<file path="config.mk">
export PLATFORM = sky130hd
export DESIGN_NAME = hsw_regs
export DESIGN_NICKNAME = d
export VERILOG_FILES = /design/src/rtl/hsw_pkg.sv /design/src/rtl/hsw_regs.sv
export VERILOG_INCLUDE_DIRS = /design/src /design/src/rtl
export SDC_FILE = /design/constraint.sdc
export NUM_CORES = 1
export LEC_CHECK = 0
export BUFFER_PORTS_ARGS = -buffer_cell sky130_fd_sc_hd__buf_2
export CAP_MARGIN = 30
export CELL_PAD_IN_SITES_DETAIL_PLACEMENT = 2
export CELL_PAD_IN_SITES_GLOBAL_PLACEMENT = 2
export CORE_MARGIN = 8
export CORE_UTILIZATION = 36
export CTS_BUF_LIST = sky130_fd_sc_hd__clkbuf_16
export DETAILED_ROUTE_END_ITERATION = 10
export GPL_TIMING_DRIVEN = 0
export PLACE_DENSITY_LB_ADDON = 0.1
export SYNTH_ARGS = -nofsm -noshare
export SYNTH_HDL_FRONTEND = slang
export SYNTH_SLANG_ARGS = --single-unit
</file>
<file path="constraint.sdc">
create_clock -name i_clock -period 2.02 [get_ports i_clock]
set_input_delay 0.101 -clock i_clock [delete_from_list [all_inputs] [get_ports i_clock]]
set_output_delay 0.101 -clock i_clock [all_outputs]
set_load 0.05 [all_outputs]
</file>
<file path="src/rtl/hsw_consts.svh">
// offsets, fields, reset values and timing counts of the headset switch
`ifndef HSW_CONSTS_SVH
`define HSW_CONSTS_SVH

// ----------------------------------------------------------------
// register offsets
// ----------------------------------------------------------------
`define HSW_REVISION_CODE_ADDR         8'h01
`define HSW_SWITCH_CONFIG_ADDR         8'h02
`define HSW_MANUAL_SWITCH_ENABLES_ADDR 8'h03
`define HSW_DETECTION_CONTROL_ADDR     8'h04
`define HSW_DETECTION_RESULT_ADDR      8'h05
`define HSW_EVENT_STATUS_ADDR          8'h06
`define HSW_EVENT_MASK_ADDR            8'h07

// ----------------------------------------------------------------
// reset values
// ----------------------------------------------------------------
`define HSW_REG_RESET                  8'h00
// arbitrary neutral value
`define HSW_REVISION_CODE_VALUE        8'h5a

// ----------------------------------------------------------------
// switch_config fields
// ----------------------------------------------------------------
`define HSW_MODE_MSB                   2
`define HSW_BREAK_BEFORE_MAKE_EN_BIT   3
`define HSW_MODE_ISOLATE               3'h0
`define HSW_MODE_RESERVED              3'h1
`define HSW_MODE_NORM_SE               3'h2
`define HSW_MODE_REV_SE                3'h3
`define HSW_MODE_NORM_DIFF             3'h4
`define HSW_MODE_REV_DIFF              3'h5
`define HSW_MODE_THREE_CONTACT         3'h6
`define HSW_MODE_MANUAL                3'h7

// ----------------------------------------------------------------
// manual_switch_enables fields
// ----------------------------------------------------------------
`define HSW_NEG_TO_BAND_A_BIT           7
`define HSW_NEG_TO_SLEEVE_BIT          6
`define HSW_POS_TO_BAND_A_BIT           5
`define HSW_POS_TO_SLEEVE_BIT          4
`define HSW_GROUND_FET_A_BIT           1
`define HSW_GROUND_FET_B_BIT           0

// ----------------------------------------------------------------
// detection_control fields
// ----------------------------------------------------------------
`define HSW_MIC_MANUAL_LOW_BIT         4
`define HSW_EXT_TRIGGER_DISABLE_BIT    3
`define HSW_MIC_AS_INT_BIT             2
`define HSW_AUTO_SWITCH_DISABLE_BIT    1
`define HSW_DETECT_START_BIT           0

// ----------------------------------------------------------------
// detection_result and event fields
// ----------------------------------------------------------------
`define HSW_GROUND_BAND_LOC_BIT        6
`define HSW_TIP_SLEEVE_IMP_LSB         3
`define HSW_TIP_BAND_A_IMP_LSB          0
`define HSW_DETECT_FAIL_BIT            3
`define HSW_MIC_FOUND_BIT              1
`define HSW_THREE_CONTACT_BIT          0
`define HSW_MIC_PIN_DISABLE_BIT        4

// ----------------------------------------------------------------
// break-before-make gap
// ----------------------------------------------------------------
`define HSW_CLOCK_MHZ                  200
`define HSW_GAP_NS                     100
// rounded up so the open gap never falls short of the time
`define HSW_GAP_CYCLES ((`HSW_GAP_NS * `HSW_CLOCK_MHZ + 999) / 1000)

`endif

</file>
<file path="src/rtl/hsw_pkg.sv">
// types of the headset switch register bank
package hsw_pkg;

  // order: neg_band_a, neg_sleeve, pos_band_a, pos_sleeve, fet_a, fet_b
  typedef logic [5:0] hsw_switch_t;

  typedef struct packed {
    logic [3:0]  switch_config;
    logic [7:0]  manual_switch_enables;
    logic [4:0]  detection_control;
    logic [6:0]  detection_result;
    logic [3:0]  event_status;
    logic [7:0]  event_mask;
    logic        mic_found;
    logic        trigger_prev;
    logic        detect_start;
    hsw_switch_t switch_state;
    logic [7:0]  gap_count;
    logic [7:0]  rdata;
  } hsw_state_t;

endpackage

</file>
<file path="src/rtl/hsw_regs.sv">
// control and status register bank of the headset switch
// Function
// - configuration code bits 2:0; 000 opens all switches; 001 reserved
// - code 010 closes ground fet a, neg-to-band_a and pos-to-sleeve
// - code 011 closes ground fet b, neg-to-sleeve and pos-to-band_a
// - code 100 closes only neg-to-band_a and pos-to-sleeve
// - code 101 closes only neg-to-sleeve and pos-to-band_a
// - code 110 closes both fets, neg-to-sleeve and neg-to-band_a
// - code 111 is manual: switches follow their individual enable bits
// - switch_config bit 3 enables break-before-make sequencing
// - manual bits 7..4 close neg-band_a, neg-sleeve, pos-band_a, pos-sleeve
// - manual bits 1 and 0 close ground fet a and b
// - control bit 4 forces the mic-present pin low
// - control bit 3 makes the external trigger pin ignored
// - control bit 2 turns the mic-present pin into an interrupt
// - control bit 1 stops automatic switching after detection
// - writing 1 to control bit 0 starts a detection
// - result bit 6 gives ground band: 1 sleeve, 0 band_a
// - result bits 5:3 hold tip-to-sleeve impedance code
// - result bits 2:0 hold tip-to-band_a impedance code
// - event bit 3 set when detection recognises no plug
// - event bit 1 set when a microphone is found
// - event bit 0 set when a three-contact plug is found
// - masked detection failure never raises the interrupt
// - with auto switching disabled the code is forced to 000 after detection
// - writes to read-only registers are accepted and change nothing
`timescale 1ns/100ps
`include "hsw_consts.svh"

module hsw_regs
  import hsw_pkg::*;
(
  input  wire logic       i_clock,
  input  wire logic       i_nrst,
  input  wire logic       i_wr_en,
  input  wire logic       i_rd_en,
  input  wire logic [7:0] i_addr,
  input  wire logic [7:0] i_wdata,
  output      logic [7:0] o_rdata,
  input  wire logic       i_ext_trigger,
  output      logic       o_detect_start,
  input  wire logic       i_detect_done,
  input  wire logic       i_ground_on_sleeve,
  input  wire logic [2:0] i_tip_sleeve_imp,
  input  wire logic [2:0] i_tip_band_a_imp,
  input  wire logic       i_three_contact,
  input  wire logic       i_mic_found,
  output      logic       o_neg_to_band_a_sw,
  output      logic       o_neg_to_sleeve_sw,
  output      logic       o_pos_to_band_a_sw,
  output      logic       o_pos_to_sleeve_sw,
  output      logic       o_ground_fet_a,
  output      logic       o_ground_fet_b,
  output      logic       o_mic_present_n_out,
  output      logic       o_mic_present_n_oe_n
);

  // ----------------------------------------------------------------
  // helpers
  // ----------------------------------------------------------------
  function automatic hsw_switch_t decode_mode(input logic [2:0] mode,
                                              input logic [7:0] man);
    hsw_switch_t sw;
    sw = '0;
    unique case (mode)
      `HSW_MODE_NORM_SE:       sw = 6'b100110;
      `HSW_MODE_REV_SE:        sw = 6'b011001;
      `HSW_MODE_NORM_DIFF:     sw = 6'b100100;
      `HSW_MODE_REV_DIFF:      sw = 6'b011000;
      `HSW_MODE_THREE_CONTACT: sw = 6'b110011;
      `HSW_MODE_MANUAL:        sw = {man[`HSW_NEG_TO_BAND_A_BIT],
                                     man[`HSW_NEG_TO_SLEEVE_BIT],
                                     man[`HSW_POS_TO_BAND_A_BIT],
                                     man[`HSW_POS_TO_SLEEVE_BIT],
                                     man[`HSW_GROUND_FET_A_BIT],
                                     man[`HSW_GROUND_FET_B_BIT]};
      `HSW_MODE_ISOLATE,
      `HSW_MODE_RESERVED:      sw = '0;
    endcase
    return sw;
  endfunction

  // ----------------------------------------------------------------
  // reset release
  // ----------------------------------------------------------------
  logic [1:0] rst_sync;
  logic       rst_n;

  always_ff @(posedge i_clock or negedge i_nrst) begin
    if (!i_nrst) begin
      rst_sync <= 2'h0;
    end else begin
      rst_sync <= {rst_sync[0], 1'b1};
    end
  end

  assign rst_n = rst_sync[1];

  // ----------------------------------------------------------------
  // state
  // ----------------------------------------------------------------
  hsw_state_t  state;
  hsw_state_t  next_state;
  hsw_switch_t target;
  logic        ext_start;
  logic        int_pending;
  logic [7:0]  ctrl_ext;

  always_comb begin
    next_state = state;
    next_state.detect_start = 1'b0;
    next_state.trigger_prev = i_ext_trigger;
    ctrl_ext = {3'h0, state.detection_control};

    // rising edge of the trigger pin, unless disabled
    ext_start = i_ext_trigger && !state.trigger_prev &&
                !state.detection_control[`HSW_EXT_TRIGGER_DISABLE_BIT];

    // software start bit self-clears on the same edge that raises the start pulse
    if (state.detection_control[`HSW_DETECT_START_BIT] || ext_start) begin
      next_state.detect_start = 1'b1;
      next_state.detection_control[`HSW_DETECT_START_BIT] = 1'b0;
    end

    // reads; event status clears on read, new events below win
    if (i_rd_en) begin
      unique case (i_addr)
        `HSW_REVISION_CODE_ADDR:
          next_state.rdata = `HSW_REVISION_CODE_VALUE;
        `HSW_SWITCH_CONFIG_ADDR:    next_state.rdata = {4'h0,
                                                        state.switch_config};
        `HSW_MANUAL_SWITCH_ENABLES_ADDR:
          next_state.rdata = state.manual_switch_enables & 8'hf3;
        `HSW_DETECTION_CONTROL_ADDR: next_state.rdata = ctrl_ext;
        `HSW_DETECTION_RESULT_ADDR: next_state.rdata = {1'b0,
                                                        state.detection_result};
        `HSW_EVENT_STATUS_ADDR: begin
          next_state.rdata = {4'h0, state.event_status};
          next_state.event_status = 4'h0;
        end
        `HSW_EVENT_MASK_ADDR:       next_state.rdata = state.event_mask & 8'h1b;
        default:                    next_state.rdata = 8'h00;
      endcase
    end

    // writes; read-only offsets take the byte and keep their contents
    if (i_wr_en) begin
      unique case (i_addr)
        `HSW_SWITCH_CONFIG_ADDR:
          next_state.switch_config = i_wdata[3:0];
        `HSW_MANUAL_SWITCH_ENABLES_ADDR:
          next_state.manual_switch_enables = i_wdata & 8'hf3;
        `HSW_DETECTION_CONTROL_ADDR:
          next_state.detection_control = i_wdata[4:0];
        `HSW_EVENT_MASK_ADDR:
          next_state.event_mask = i_wdata & 8'h1b;
        default: ;
      endcase
    end

    // detection outcome
    if (i_detect_done) begin
      next_state.detection_result = {i_ground_on_sleeve,
                                     i_tip_sleeve_imp,
                                     i_tip_band_a_imp};
      next_state.mic_found = i_mic_found && !i_three_contact;
      if (i_three_contact) begin
        next_state.event_status[`HSW_THREE_CONTACT_BIT] = 1'b1;
      end else if (i_mic_found) begin
        next_state.event_status[`HSW_MIC_FOUND_BIT] = 1'b1;
      end else begin
        next_state.event_status[`HSW_DETECT_FAIL_BIT] = 1'b1;
      end
      if (state.detection_control[`HSW_AUTO_SWITCH_DISABLE_BIT]) begin
        next_state.switch_config[`HSW_MODE_MSB:0] =
          `HSW_MODE_ISOLATE;
      end else if (i_three_contact) begin
        next_state.switch_config[`HSW_MODE_MSB:0] = `HSW_MODE_THREE_CONTACT;
      end else if (i_mic_found) begin
        next_state.switch_config[`HSW_MODE_MSB:0] =
          i_ground_on_sleeve ? `HSW_MODE_REV_SE : `HSW_MODE_NORM_SE;
      end else begin
        next_state.switch_config[`HSW_MODE_MSB:0] = `HSW_MODE_ISOLATE;
      end
    end

    // break-before-make: open everything for a gap, then close new set
    target = decode_mode(state.switch_config[`HSW_MODE_MSB:0],
                         state.manual_switch_enables);
    if (state.gap_count != 8'h00) begin
      next_state.gap_count = state.gap_count - 8'h01;
      next_state.switch_state = '0;
    end else if (state.switch_state != target) begin
      if (state.switch_config[`HSW_BREAK_BEFORE_MAKE_EN_BIT] &&
          state.switch_state != '0) begin
        next_state.switch_state = '0;
        next_state.gap_count = 8'(`HSW_GAP_CYCLES - 1);
      end else begin
        next_state.switch_state = target;
      end
    end
  end

  always_ff @(posedge i_clock or negedge rst_n) begin
    if (!rst_n) begin
      state <= '0;
    end else begin
      state <= next_state;
    end
  end

  // ----------------------------------------------------------------
  // outputs
  // ----------------------------------------------------------------
  // masked events never drive the pin
  assign int_pending = |(state.event_status & ~state.event_mask[3:0]);

  always_comb begin
    logic pull_low;
    pull_low = 1'b0;
    if (state.detection_control[`HSW_MIC_MANUAL_LOW_BIT]) begin
      pull_low = 1'b1;
    end else if (state.detection_control[`HSW_MIC_AS_INT_BIT]) begin
      pull_low = int_pending &&
                 !state.event_mask[`HSW_MIC_PIN_DISABLE_BIT];
    end else begin
      pull_low = state.mic_found;
    end
    o_mic_present_n_oe_n = !pull_low;
  end

  assign o_mic_present_n_out = 1'b0;
  assign o_rdata             = state.rdata;
  assign o_detect_start      = state.detect_start;
  assign o_neg_to_band_a_sw   = state.switch_state[5];
  assign o_neg_to_sleeve_sw  = state.switch_state[4];
  assign o_pos_to_band_a_sw   = state.switch_state[3];
  assign o_pos_to_sleeve_sw  = state.switch_state[2];
  assign o_ground_fet_a      = state.switch_state[1];
  assign o_ground_fet_b      = state.switch_state[0];

endmodule
</file>
=== Word-level counts from Yosys, hierarchy flattened ===
Cells that the tools add are included.

* Output and inout port bits: 17
* Flip-flop bits (word level): 56

* Bitwise gates (word level): 2
* Eq/ne operators: 15
* Add/subtract/negate cells: 1
* Multiplexer cells: 28
* Reduce and logical (&&, ||, !) cells: 26

{| class="wikitable"
|+ Operators with widths
! kind !! number
|-
| $pmux W8 S7 || 1
|-
| $pmux W6 S7 || 1
|-
| $eq A8 B3 Y1 const B || 4
|-
| $mux W14 || 2
|-
| $eq A8 B2 Y1 const B || 2
|-
| $mux W16 || 1
|-
| $mux W8 || 2
|-
| $eq A3 B3 Y1 const B || 4
|-
| $mux W3 || 4
|-
| $reduce_and A2 Y1 || 6
|-
| $mux W1 || 11
|-
| $eq A8 B1 Y1 const B || 1
|-
| $mux W4 || 2
|-
| $reduce_bool A2 Y1 || 4
|-
| $reduce_bool A8 Y1 || 1
|-
| $sub A8 B1 Y8 const B || 1
|-
| $eq A3 B2 Y1 const B || 2
|-
| $mux W6 || 1
|-
| $ne A6 B6 Y1 || 1
|-
| $reduce_bool A6 Y1 || 1
|-
| $logic_and A1 B1 Y1 || 5
|-
| $logic_not A1 Y1 || 5
|-
| $mux W5 || 1
|-
| $and A4 B4 Y4 || 1
|-
| other kinds (7) || 8
|}

=== Logic depth before layout (Yosys ltp) ===
Gate-level depths: netlist of the first run.

* Depth after elaboration: 8
* Mapped depth: 7
* Mapped depth without buffers: 7

=== Worst setup path after synthesis of the first run ===
OpenSTA, ideal clock, no wires.

* Path kind: reg2reg
* From: reg state, in the netlist o_pos_to_sleeve_sw
* To: reg state[8] (netlist name)
* Library setup time: 0.125 ns
* Data required time: 1.895 ns
* Path slack: -0.303 ns
* Data arrival time: 2.198 ns
* Clock period less this slack: 2.323 ns
* Stages on the path, launching flop included: 7
* Path through: dfrtp_1 clkbuf_1 nor4b_1 a211o_1 a2111oi_4 a41oi_1 mux2_2

* Longest elaborated chain between the ends: 4

{| class="wikitable"
|+ Ends and longest elaborated chain
! element !! RTL line !! source
|-
| from (decl) || hsw_regs.sv:102 || <nowiki>hsw_state_t state;</nowiki>
|-
| from (signal assigned) || hsw_regs.sv:208 || <nowiki>state <= next_state;</nowiki>
|-
| $reduce_bool A6 Y1 || hsw_regs.sv:195 || <nowiki>state.switch_state != '0) begin</nowiki>
|-
| $logic_and A1 B1 Y1 || hsw_regs.sv:194 || <nowiki>if (state.switch_config[`HSW_BREAK_BEFORE_MAKE_EN_BIT] &&</nowiki>
|-
| $reduce_bool A2 Y1 (no source line) || n/a ||
|-
| $reduce_and A2 Y1 (no source line) (*) || n/a ||
|}

Mark *: on every way between the ends. The rest lies on a longest branch, timed or not.
A chain may end at the register's enable or synchronous reset.

=== Worst setup path after layout of the first run ===
* From: reg state[8] (netlist name)
* To: reg state, in the netlist o_pos_to_sleeve_sw

* Longest elaborated chain between the ends: 2

{| class="wikitable"
|+ Ends and longest elaborated chain
! element !! RTL line !! source
|-
| $reduce_bool A8 Y1 (*) || hsw_regs.sv:190 || <nowiki>if (state.gap_count != 8'h00) begin</nowiki>
|-
| $mux W14 / $reduce_bool A2 Y1 (equally long branches) || n/a ||
|}

Marks and branches as above.

==> results.md, run 1 <==
- Die width: between 100 and 150 µm
- Worst hold endpoint: state[36]
- Clk_skew: 0.0108 ns
- Worst rel slew slack: 52.4%
- Core area: 0.00809 mm²
- Worst r2r dst: o_pos_to_sleeve_sw
- Post-synth top flop: dfrtp_1
- CTS Buffer Depth: 2
- MaxCap Viol Count: 0
- Initial drt markers: 94
- Final Critical Period: 2.41 ns
- Post-Synthesis Cells: 287
- Share of cells above drive strength 1: 34.6%
- RR Startpoint: state[8]
- Initial core utilization: 36.6%
- CTS buffer count: 5
- Slew @ Worst Pin: 0.703 ns
- Crit path launch: state[8]
- CP endpoint kind: register
- N_diodes: 0
- Synth area leader: dfrtp_1
- Final Core Density: 45.4%
- Routed len/inst: just under 20 µm
- Post-synthesis adder-cell area fraction: less than 1%
- Vias in the first global route: 2756
- Die ar.: 0.0114 mm²
- Input/output buffers: 46
- Outcome: finished with violations
- Post-Syn Nets: 319
- Worst-path clk slew: around 0.080 ns
- Worst Path Max Fanout: 6
- First-pass GRT wire length: 14400 µm
- Final setup viols: 9
- Site Rows: 33
- CP arrival: 2.59 ns
- Max Freq: 415 MHz
- Setup crit start kind: register
- DRC Markers: 0
- DR pass1 iterations: 5
- # IOs: 48
- Leading cell types by count after synthesis: 56 x dfrtp_1, 28 x mux2_2, 23 x inv_1
- Synth Area in Compound Gates: between 10% and 20%
- Flops & latches, synth: 56
- Skew-Pair Late Insertion Delay: roughly 0.30 ns
- Largest family of logic cells by synthesized area: compound AO/OA/AOI/OAI gates
- Syn avg cell area: 10.3 µm²
- GRT overflow: 0
- Number of synthesized flops with an enable pin: 0
- CP required: 2.20 ns
- Max VDD drop: 0.000611 V
- GPL Wtd Cong: 0.811
- Hold Vio Cnt, Final: 0
- R2r worst-path depth: 8
- Final wirelength: 9040 µm
- Critical path class: reg -> reg
- Most numerous cell in the Yosys netlist: dfrtp_1
- Multiplexer area fraction after synthesis: 13.3%
- Yosys warnings: 0
- Fin area: 0.00367 mm²
- Vias per cell: about 5.3
- Post-Syn Area: 0.00296 mm²
- Final Max Slew Viols: 0
- Leakage: 1.73 nW
- Unrepaired setup endpoints after global routing: yes
- Largest net degree at the start of global routing: 34
- HP Class: in -> reg
- Synth Area in XOR/XNOR: less than 1%
- Placed insts: 439
- Yosys cell types: between 50 and 60
- Antenna violations before repair: 0
- Min setup slack post-route: -0.392 ns
- CTS HTree Levels: 2
- Worst Setup Slack post-DPL: -0.543 ns
- Die height: 107 µm
- Placed Area: 0.00335 mm²
- Ys async rst share: 100%
- PD cells: between 900 and 1000 mW/mm²
- Non-Filler Instances: 460
- Routed Antenna Nets: 0
- CTS tree: done
- Largest cells by area after synthesis: dfrtp_1 47%, mux2_2 11%, inv_1 2.9%
- GRT Util Overall: 15.8%
- Post-synthesis sequential area ratio: 47.3%
- Total number of vias: approximately 2500
- Register-to-Register Setup Slack: -0.39 ns
- Fin nets: 386
- P&R area growth vs syn: 23.9%
- Clk sinks: 56
- CTS root buffer: clkbuf_16
- Post-DP HPWL: 6570 µm
- Final period utilization: 119%
- Worst Hold Launch: i_mic_found
- Worst Hold Depth: 2
- Violated checks: setup timing
- Yosys top cell area share: 47.3%
- Post-Synth Simple-Gate Area: 15.5%
state kept, by name (all words and copies together), names as in the netlist, 2 cells and up:
signal    flops
rst_sync      2
o_rdata       8
ctrl_ext      5
state        34
area by class of cell:
class	instances	area [µm²]
Clock buffer	5	125
Buffer	19	114
Tap cell	105	131
Inverter	23	86.3
Clock inverter	3	63.8
Timing Repair Buffer	60	353
Fill cell	876	4420
Multi-Input combinational cell	189	1400
Sequential cell	56	1400
worst max-delay path, stage by stage, from the launching register on:
cell,delay [ns]
dfrtp_1,0.40
inv_2,0.09
ha_4,0.14
or3b_4,0.38
or3_4,0.39
a2111oi_4,0.18
buf_4,0.19
nand4_4,0.18
mux2_4,0.35
metrics by stage:
step | hold WS, ns | setup TNS, ns | power [W]
2_1_floorplan | -0.195 | -1.81 | 0.00184
3_3_place_gp | -0.113 | -24.06 | 0.00201
3_5_place_dp | -0.111 | -4.42 | 0.00206
4_1_cts | 0.0184 | -3.55 | 0.00330
5_1_grt | 0.0284 | -3.38 | 0.00353
6_report | 0.0184 | -2.77 | 0.00337
worst max-delay path by stage:
stage	depth (start not counted)	slack, ns	endpoint
6_report	8	-0.39	o_pos_to_sleeve_sw
5_1_grt	8	-0.44	o_pos_to_sleeve_sw
4_1_cts	8	-0.47	o_pos_to_sleeve_sw
3_5_place_dp	7	-0.54	state[8]
3_3_place_gp	0	-0.56	o_pos_to_sleeve_sw
2_1_floorplan	7	-0.26	state[8]
kinds of logic (layout without fill, tap and decap cells):
group / count (synthesis) / after routing
AO/OA/AOI/OAI: 68 / 68
AND/OR/NAND/NOR: 80 / 80
XOR/XNOR: 2 / 2
other: 2 / 2
flip-flops: 56 / 56
adder cells (fa/ha/maj): 1 / 1
buffers and inverters: 42 / 110
multiplexers: 36 / 36
where the power goes:
part | internal, W | switching (W)
Sequential | 0.00125 | 0.000135
Combinational | 0.000406 | 0.000456
Clock | 0.000707 | 0.000418
what timing repair did:
item	CTS	global route
cloned	0	0
gates resized for setup	4	2
endpoints found under the setup margin	9	9
hold endpoints to repair	3	0
buffers inserted	6	5
hold buffers	2	0
pin swaps	4	3
placed cells by master, fill, tap and decap left out, drive strengths merged, types with 2 or more instances in the layout:
cell         netlist  routed
a41oi              2       2
o2111ai            2       2
clkbuf             6      11
nand2              9       9
or4                3       3
o211ai             2       2
or3                4       4
nand4              5       5
and3               4       4
xnor2              2       2
a21oi             13      13
nor3              11      11
inv               23      24
nand3b             2       2
dfrtp             56      56
a22o               2       2
a31oi              2       2
a221oi             3       3
nor3b              4       4
dlygate4sd3        0       2
mux2              28      28
o21a               3       3
nor4               2       2
o22ai              6       6
and2               2       2
nor2              18      18
mux2i              8       8
nor2b              4       4
bufinv             0       2
o21ai             17      17
conb               2       2
nand3              6       6
a21o               4       4
and3b              2       2
buf               13      71
metal layers:
layer / global-route usage [%] / part of all wire (%) / up-vias
li1: - / - / 1171
met1: 21.1 / 47 / 1231
met2: 25.8 / 49 / 43
met3: 2.76 / 2.8 / 7
met4: 4.42 / 0.92 / 0
met5: 0 / 0 / -
(Power assumes the default switching activity.)
==> inputs of run 2 (changes only) <==
- BUFFER_PORTS_ARGS: -buffer_cell sky130_fd_sc_hd__buf_2 -> not set
- CORE_UTILIZATION: 36 -> 40
- DONT_BUFFER_PORTS: not set -> 1
==> run 2 against run 1 <==
  * The run still ends with setup timing left
  * Non-clock buffer count decreased by 29
  * Sequential power is 3% higher
  * Count of clock-buffer cells in the layout did not move
  * Routed wire length rose by 2.8%
  * Register-to-register slack gained 0.05 ns
  * Sequential share of layout area rose by 0.60 points
  * Core utilization rose by 4.7 points
  * First-iteration DRC count rose by 46%
  * Total power is 4.5% lower
  * Via count is 3.2% lower
  * Global-route usage grew 2.6 points
  * Clock power is 9% lower
  * Critical path type unchanged
  * Largest cell class is now multi-input combinational cells
==> results.md, run 2 (same netlist as run 1, synthesis figures left out) <==
- # IOs: 48 (unchanged)
- GRT overflow: 0 (unchanged)
- Crit path launch: state[9]
- Seq pwr share: 44.0% (+3.0 points)
- Final wirelength: 9290 µm (+2.8%)
- Routed len/inst: 21.9 µm (+11%)
- Antenna violations before repair: 0 (unchanged)
- GRT Util Overall: 18.5% (+2.6 points)
- DR pass1 iterations: 4 (-1)
- GPL Wtd Cong: 0.855 (+5.4%)
- Die height: 102 µm (-4.4%)
- Violated checks: setup timing
- Hold Vio Cnt, Final: 0 (unchanged)
- Placed Area: 0.00312 mm² (-6.9%)
- P_sw: 0.000984 W (-2.6%)
- Core area: 0.00721 mm² (-11%)
- Die width: 102 µm (-4.4%)
- Largest register FFs: 34 (unchanged)
- Max Freq: 423 MHz (+2.0%)
- Fin area: 0.00362 mm² (-1.5%)
- Register-to-Register Setup Slack: -0.34 ns (+0.05 ns)
- Unrepaired setup endpoints after global routing: yes
- Setup TNS: -2.37 ns (+0.391 ns)
- Initial drt markers: 137 (+46%)
- Die ar.: 0.0104 mm² (-8.5%)
- Share of cells above drive strength 1: 24.5% (-10 points)
- Int Pwr: 0.00224 W (-5.3%)
- Clk sinks: 56 (unchanged)
- Sw frac: 30.5% (+0.60 points)
- Final setup viols: 9 (unchanged)
- PD cells: 891 mW/mm² (-3.0%)
- Outcome: finished with violations
- Max VDD drop: 0.000482 V (-21%)
- P&R area growth vs syn: 22.0%
- Vias per cell: 5.59 (+4.8%)
- Vias in the first global route: 2629 (-4.6%)
- Site Rows: 31 (-6.1%)
- Final Max Slew Viols: 0 (unchanged)
- Worst Hold Launch: i_detect_done
- Worst rel slew slack: 53.8% (+1.5 points)
- WHS: 0.00390 ns (-0.0145 ns)
- Min setup slack post-route: -0.345 ns (+0.0469 ns)
- RR Startpoint: state[9]
- Final Critical Period: 2.36 ns (-0.0469 ns)
- N_diodes: 0 (unchanged)
- Critical path class: reg -> reg
- Non-Filler Instances: 425 (-7.6%)
- CTS HTree Levels: 2 (unchanged)
- Total number of vias: 2374 (-3.2%)
- Commonest non-fill, non-tap cell in the layout: dfrtp_1
- CP required: 2.20 ns (about the same)
- Input/output buffers: 0 (-100%)
- Filler cells: 763 (-13%)
- DRC Markers: 0 (unchanged)
- Commonest cells after routing, fill and taps aside: 54 x dfrtp_1, 26 x mux2_2, 23 x buf_4, 21 x inv_1, 19 x dlygate4sd3_1
- Final period utilization: 117% (-2.3 points)
- Post-DP HPWL: 6350 µm (-3.4%)
- Leakage: 1.60 nW (-7.4%)
- MaxCap Viol Count: 0 (unchanged)
- Routed Antenna Nets: 0 (unchanged)
- Reg area: 0.00140 mm² (unchanged)
- Clk_skew: 0.00384 ns (-0.00699 ns)
- Setup crit start kind: register
- Clock share of power: 32.0% (-1.4 points)
- CTS buffer count: 5 (unchanged)
- HP Class: in -> reg
- Largest net degree at the start of global routing: 34 (unchanged)
- Worst Path Max Fanout: 6 (unchanged)
- Slew @ Worst Pin: 0.693 ns (-0.0107 ns)
- Fin nets: 357 (-7.5%)
- CP arrival: 2.55 ns (-0.04 ns)
- CTS tree: done
- CP endpoint kind: register
- Placed insts: 388 (-12%)
- Skew-Pair Late Insertion Delay: 0.29 ns (about the same)
- First-pass GRT wire length: 14800 µm (+3.0%)
- Largest Register: state
- Area of the multi-input gates: 0.00142 mm² (+1.7%)
- CTS root buffer: clkbuf_16
- Initial core utilization: 41.1% (+4.5 points)
- Logic pwr share: 24.0% (-1.6 points)
- Worst-path clk slew: 0.08 ns (about the same)
- CTS Buffer Depth: 2 (unchanged)
==> run 2: cell types whose count changed in the layout (fill, tap and decap cells not counted), sizes merged <==
cell,change
buf,-46
dlygate4sd3,+17
bufinv,-1
clkinv,+1
==> run 2: area by class of cell <==
type / count / area share (%)
buffer: 19 / 3.29
clock buffer: 5 / 3.46
clock inverter: 3 / 1.28
inverter: 23 / 2.39
multi-input combinational: 189 / 39.2
sequential: 56 / 38.8
tap: 99 / 3.43
timing repair buffer: 31 / 8.10
==> run 2: power groups by stage <==
stage | sequential [W] | combinational, W | clock [W]
3_3_place_gp | 0.00144 | 0.000522 | 0
3_5_place_dp | 0.00143 | 0.000564 | 0
4_1_cts | 0.00141 | 0.000718 | 0.00105
5_1_grt | 0.00144 | 0.000853 | 0.00108
2_1_floorplan | 0.00140 | 0.000446 | 0
6_report | 0.00142 | 0.000773 | 0.00103
==> run 2: timing repair <==
item / in CTS / in global routing
hold endpoints to repair: 27 / 0
gates resized for setup: 8 / 7
endpoints found under the setup margin: 9 / 9
hold buffers: 19 / 0
pin swaps: 6 / 2
buffers inserted: 7 / 3
==> run 2: critical path, stage by stage, from the launching register on <==
cell       delay, ns
dfrtp_1         0.40
inv_2           0.09
ha_4            0.13
or3b_4          0.37
or3_4           0.36
a2111oi_4       0.20
buf_4           0.20
nand4_4         0.15
mux2_4          0.35
==> run 2: final timing paths <==
kind,endpoint,cells after the start
worst max register to register,o_neg_to_band_a_sw,8
worst min register to register,state[43],0
worst min-delay path,state[36],2
min in group asynchronous,rst_sync[0],1
worst max-delay path,o_neg_to_band_a_sw,8
max in group asynchronous,o_pos_to_sleeve_sw,1
==> run 2: layer usage <==
metal | vias to the layer above | routed length (µm) | global-route usage, % | share of wire, %
met4 | 0 | 59 | 3.05 | 0.64
met3 | 5 | 493 | 4.16 | 5.3
met5 | - | 0 | 0 | 0
li1 | 1107 | - | - | -
met1 | 1209 | 4070 | 23.7 | 44
met2 | 53 | 4670 | 31.3 | 50
==> run 2: metrics by stage <==
stage | utilization, % | power, W | setup slack [ns]
after floorplan | - | 0.00184 | -0.261
after global routing | 50.1 | 0.00338 | -0.419
after detailed placement | 43.2 | 0.00200 | -0.520
after global placement | 42.8 | 0.00196 | -0.520
final | 50.1 | 0.00322 | -0.345
after CTS | 49.6 | 0.00318 | -0.444
==> inputs of run 3 (changes only) <==
- CORE_UTILIZATION: 40 -> 43
- clock period: 2.02 -> 2.85 ns (I/O delays scaled with it)
==> run 3 against run 2 <==
  * The flow now finishes without violations
  * Worst hold slack lost 0.0019 ns
  * Flip-flop and latch count is the same
  * First-iteration DRC count fell by 52%
  * Final area is 5.9% lower
  * Critical path type unchanged
  * Cell count decreased by 7.3%
  * Largest power group unchanged
  * Via count barely moved
==> results.md, run 3 (same netlist as run 1, synthesis figures left out) <==
- Outcome: finished, final reports clean
- Post-CTS Repair Setup Buffers: 0 (-7)
- Final period utilization: 94.3% (-23 points)
- Reg area: 0.00140 mm² (about the same)
- Die width: 99.0 µm (-3.0%)
- Largest register FFs: 34 (unchanged)
- Levels on crit path: 6 (-2)
- CTS resizes: 0 (-8)
- Final Max Slew Viols: 0 (unchanged)
- Share of cells above drive strength 1: 18.8% (-5.8 points)
- Int Pwr: 0.00140 W (-37%)
- GRT Util Overall: 18.9% (+0.43 points)
- Commonest non-fill, non-tap cell in the layout: dfrtp_1
- Non-Filler Instances: 394 (-7.3%)
- GRT overflow: 0 (unchanged)
- Largest Register: state
- Setup TNS: 0 ns (+2.37 ns)
- Critical path class: reg -> reg
- Placed insts: 369 (-4.9%)
- Worst rel slew slack: 53.0% (-0.79 points)
- WL met2: 4660 µm (about the same)
- Uppermost layer routed: met4
- Routed Antenna Nets: 0 (unchanged)
- GPL Wtd Cong: 0.868 (+1.5%)
- Area of the multi-input gates: 0.00136 mm² (-4.1%)
- Largest net degree at the start of global routing: 42 (+24%)
- CTS HTree Levels: 2 (unchanged)
- Sw frac: 31.5% (+1.0 points)
- CP required: 3.03 ns (+0.83 ns)
- First-pass GRT wire length: 14500 µm (-2.2%)
- Clk sinks: 56 (unchanged)
- CTS buffer count: 5 (unchanged)
- # IOs: 48 (unchanged)
- Filler cells: 692 (-9.3%)
- Skew-Pair Late Insertion Delay: 0.30 ns (about the same)
- PD cells: 603 mW/mm² (-32%)
- Logic pwr share: 21.1% (-2.9 points)
- R2r worst-path depth: 6 (-2)
- Register-to-Register Setup Slack: 0.16 ns (+0.51 ns)
- Crit-path max cell delay: 0.64 ns (+0.24 ns)
- Core area: 0.00672 mm² (-6.9%)
- Final wirelength: 9190 µm (-1.1%)
- Max VDD drop: 0.000325 V (-33%)
- Crit path launch: o_pos_to_sleeve_sw
- Site Rows: 30 (-3.2%)
- Worst Path Max Fanout: 10 (+4)
- Initial drt markers: 66 (-52%)
- WL met3: 420 µm (-15%)
- Final setup viols: 0 (-9)
- Highest-delay cell along the critical path: dfrtp_1
- DRC Markers: 0 (unchanged)
- Worst r2r dst: state[8]
- Unrepaired setup endpoints after global routing: no
- Kind of cell adding the most delay to the critical path: compound AO/OA/AOI/OAI gates
- Clock share of power: 30.2% (-1.8 points)
- Antenna violations before repair: 0 (unchanged)
- Die height: 99.0 µm (-3.0%)
- Hold Vio Cnt, Final: 0 (unchanged)
- M1 WL: 4030 µm (-0.93%)
- Vias per cell: 6.02 (+7.8%)
- Slew @ Worst Pin: 0.704 ns (+0.0118 ns)
- Commonest cells after routing, fill and taps aside: 55 x dfrtp_1, 28 x mux2_2, 25 x inv_1, 18 x nor2_1, 17 x dlygate4sd3_1
- Die ar.: 0.00980 mm² (-5.9%)
- CP endpoint kind: register
- Fin nets: 345 (-3.4%)
- Worst-path clk slew: 0.07 ns (about the same)
- DR pass1 iterations: 4 (unchanged)
- CTS Buffer Depth: 2 (unchanged)
- Post-DP HPWL: 6380 µm (+0.46%)
- Total number of vias: 2372 (-0.084%)
- P_sw: 0.000647 W (-34%)
- Max Freq: 372 MHz (-12%)
- Cell Chain, Critical Path: clkbuf_1, nor4b_1, a211o_1, a2111oi_4, a41oi_1, mux2_2
- MaxCap Viol Count: 0 (unchanged)
- Input/output buffers: 0 (unchanged)
- Buf/Inv on CP: 1 (-1)
- CTS tree: done
- Clk_skew: 0.0106 ns (+0.00675 ns)
- RR Startpoint: o_pos_to_sleeve_sw
- Leakage: 1.52 nW (-5.1%)
- CTS root buffer: clkbuf_16
- Routed len/inst: 23.3 µm (+6.7%)
- Initial core utilization: 44.1% (+3.0 points)
- Vias in the first global route: 2637 (+0.30%)
- Worst setup endpoint: state[8]
- Setup crit start kind: register
- P&R area growth vs syn: 14.9%
- Seq pwr share: 48.7% (+4.7 points)
- N_diodes: 0 (unchanged)
- HP Class: in -> reg
- Final Critical Period: 2.69 ns (+0.323 ns)
- WHS: 0.00198 ns (-0.00192 ns)
- CP arrival: 2.87 ns (+0.32 ns)
## run 3: layout make-up
class,instances,area share [%]
inverters,23,2.54
plain buffers,19,3.35
repair buffers,19,5.81
well taps,80,2.94
flip-flops and latches,56,41.2
clock inverters,3,0.478
multi-input cells,189,40.0
clock buffers,5,3.68
## run 3: per-stage QoR
step                worst slack (ns)  cell area (µm²)  util [%]  total power [W]
floorplan                      0.527             2960         -          0.00130
global placement               0.188             3060      45.6          0.00138
detailed placement             0.164             3090      46.0          0.00142
CTS                            0.164             3390      50.5          0.00205
global route                  0.0129             3400      50.7          0.00213
finish                         0.162             3400      50.7          0.00205
## run 3: how the worst min path moves through the flow
stage	start	endpoint	cells after the start	slack, ns
detailed placement	i_nrst	rst_sync[0]	0	-0.15
global placement	i_nrst	rst_sync[1]	0	-0.15
floorplan	i_nrst	rst_sync[0]	0	-0.15
global route	i_wdata[1]	state[50]	1	0.0006
finish	i_wdata[1]	state[50]	1	0.002
CTS	i_wdata[1]	state[50]	1	0.0003
## run 3: worst reg2reg max path: cells and delay by family, from the launching register on
kind	cells	cell delay, ns
AOI/OAI and AO/OA	3	1.06
buffers and inverters	1	0.45
DFF	1	0.64
muxes	1	0.34
and+or+nand+nor	1	0.10
## run 3: power groups by stage
stage / registers, W / logic [W] / clock network [W]
after floorplan: 0.000989 / 0.000314 / 0
after global placement: 0.00102 / 0.000367 / 0
after detailed placement: 0.00101 / 0.000407 / 0
after CTS: 0.000998 / 0.000432 / 0.000624
after global routing: 0.00101 / 0.000477 / 0.000643
final: 0.000999 / 0.000432 / 0.000619
## run 3: per-layer routing
metal	track usage, %	vias to the layer above
li1	-	1080
met2	32.6	55
met4	4.13	0
met3	4.51	8
met5	0	-
met1	23.2	1229
## run 3: repair_timing
item / 4_1_cts / 5_1_grt
endpoints found under the setup margin: 0 / 0
hold endpoints to repair: 20 / 1
hold buffers: 16 / 1
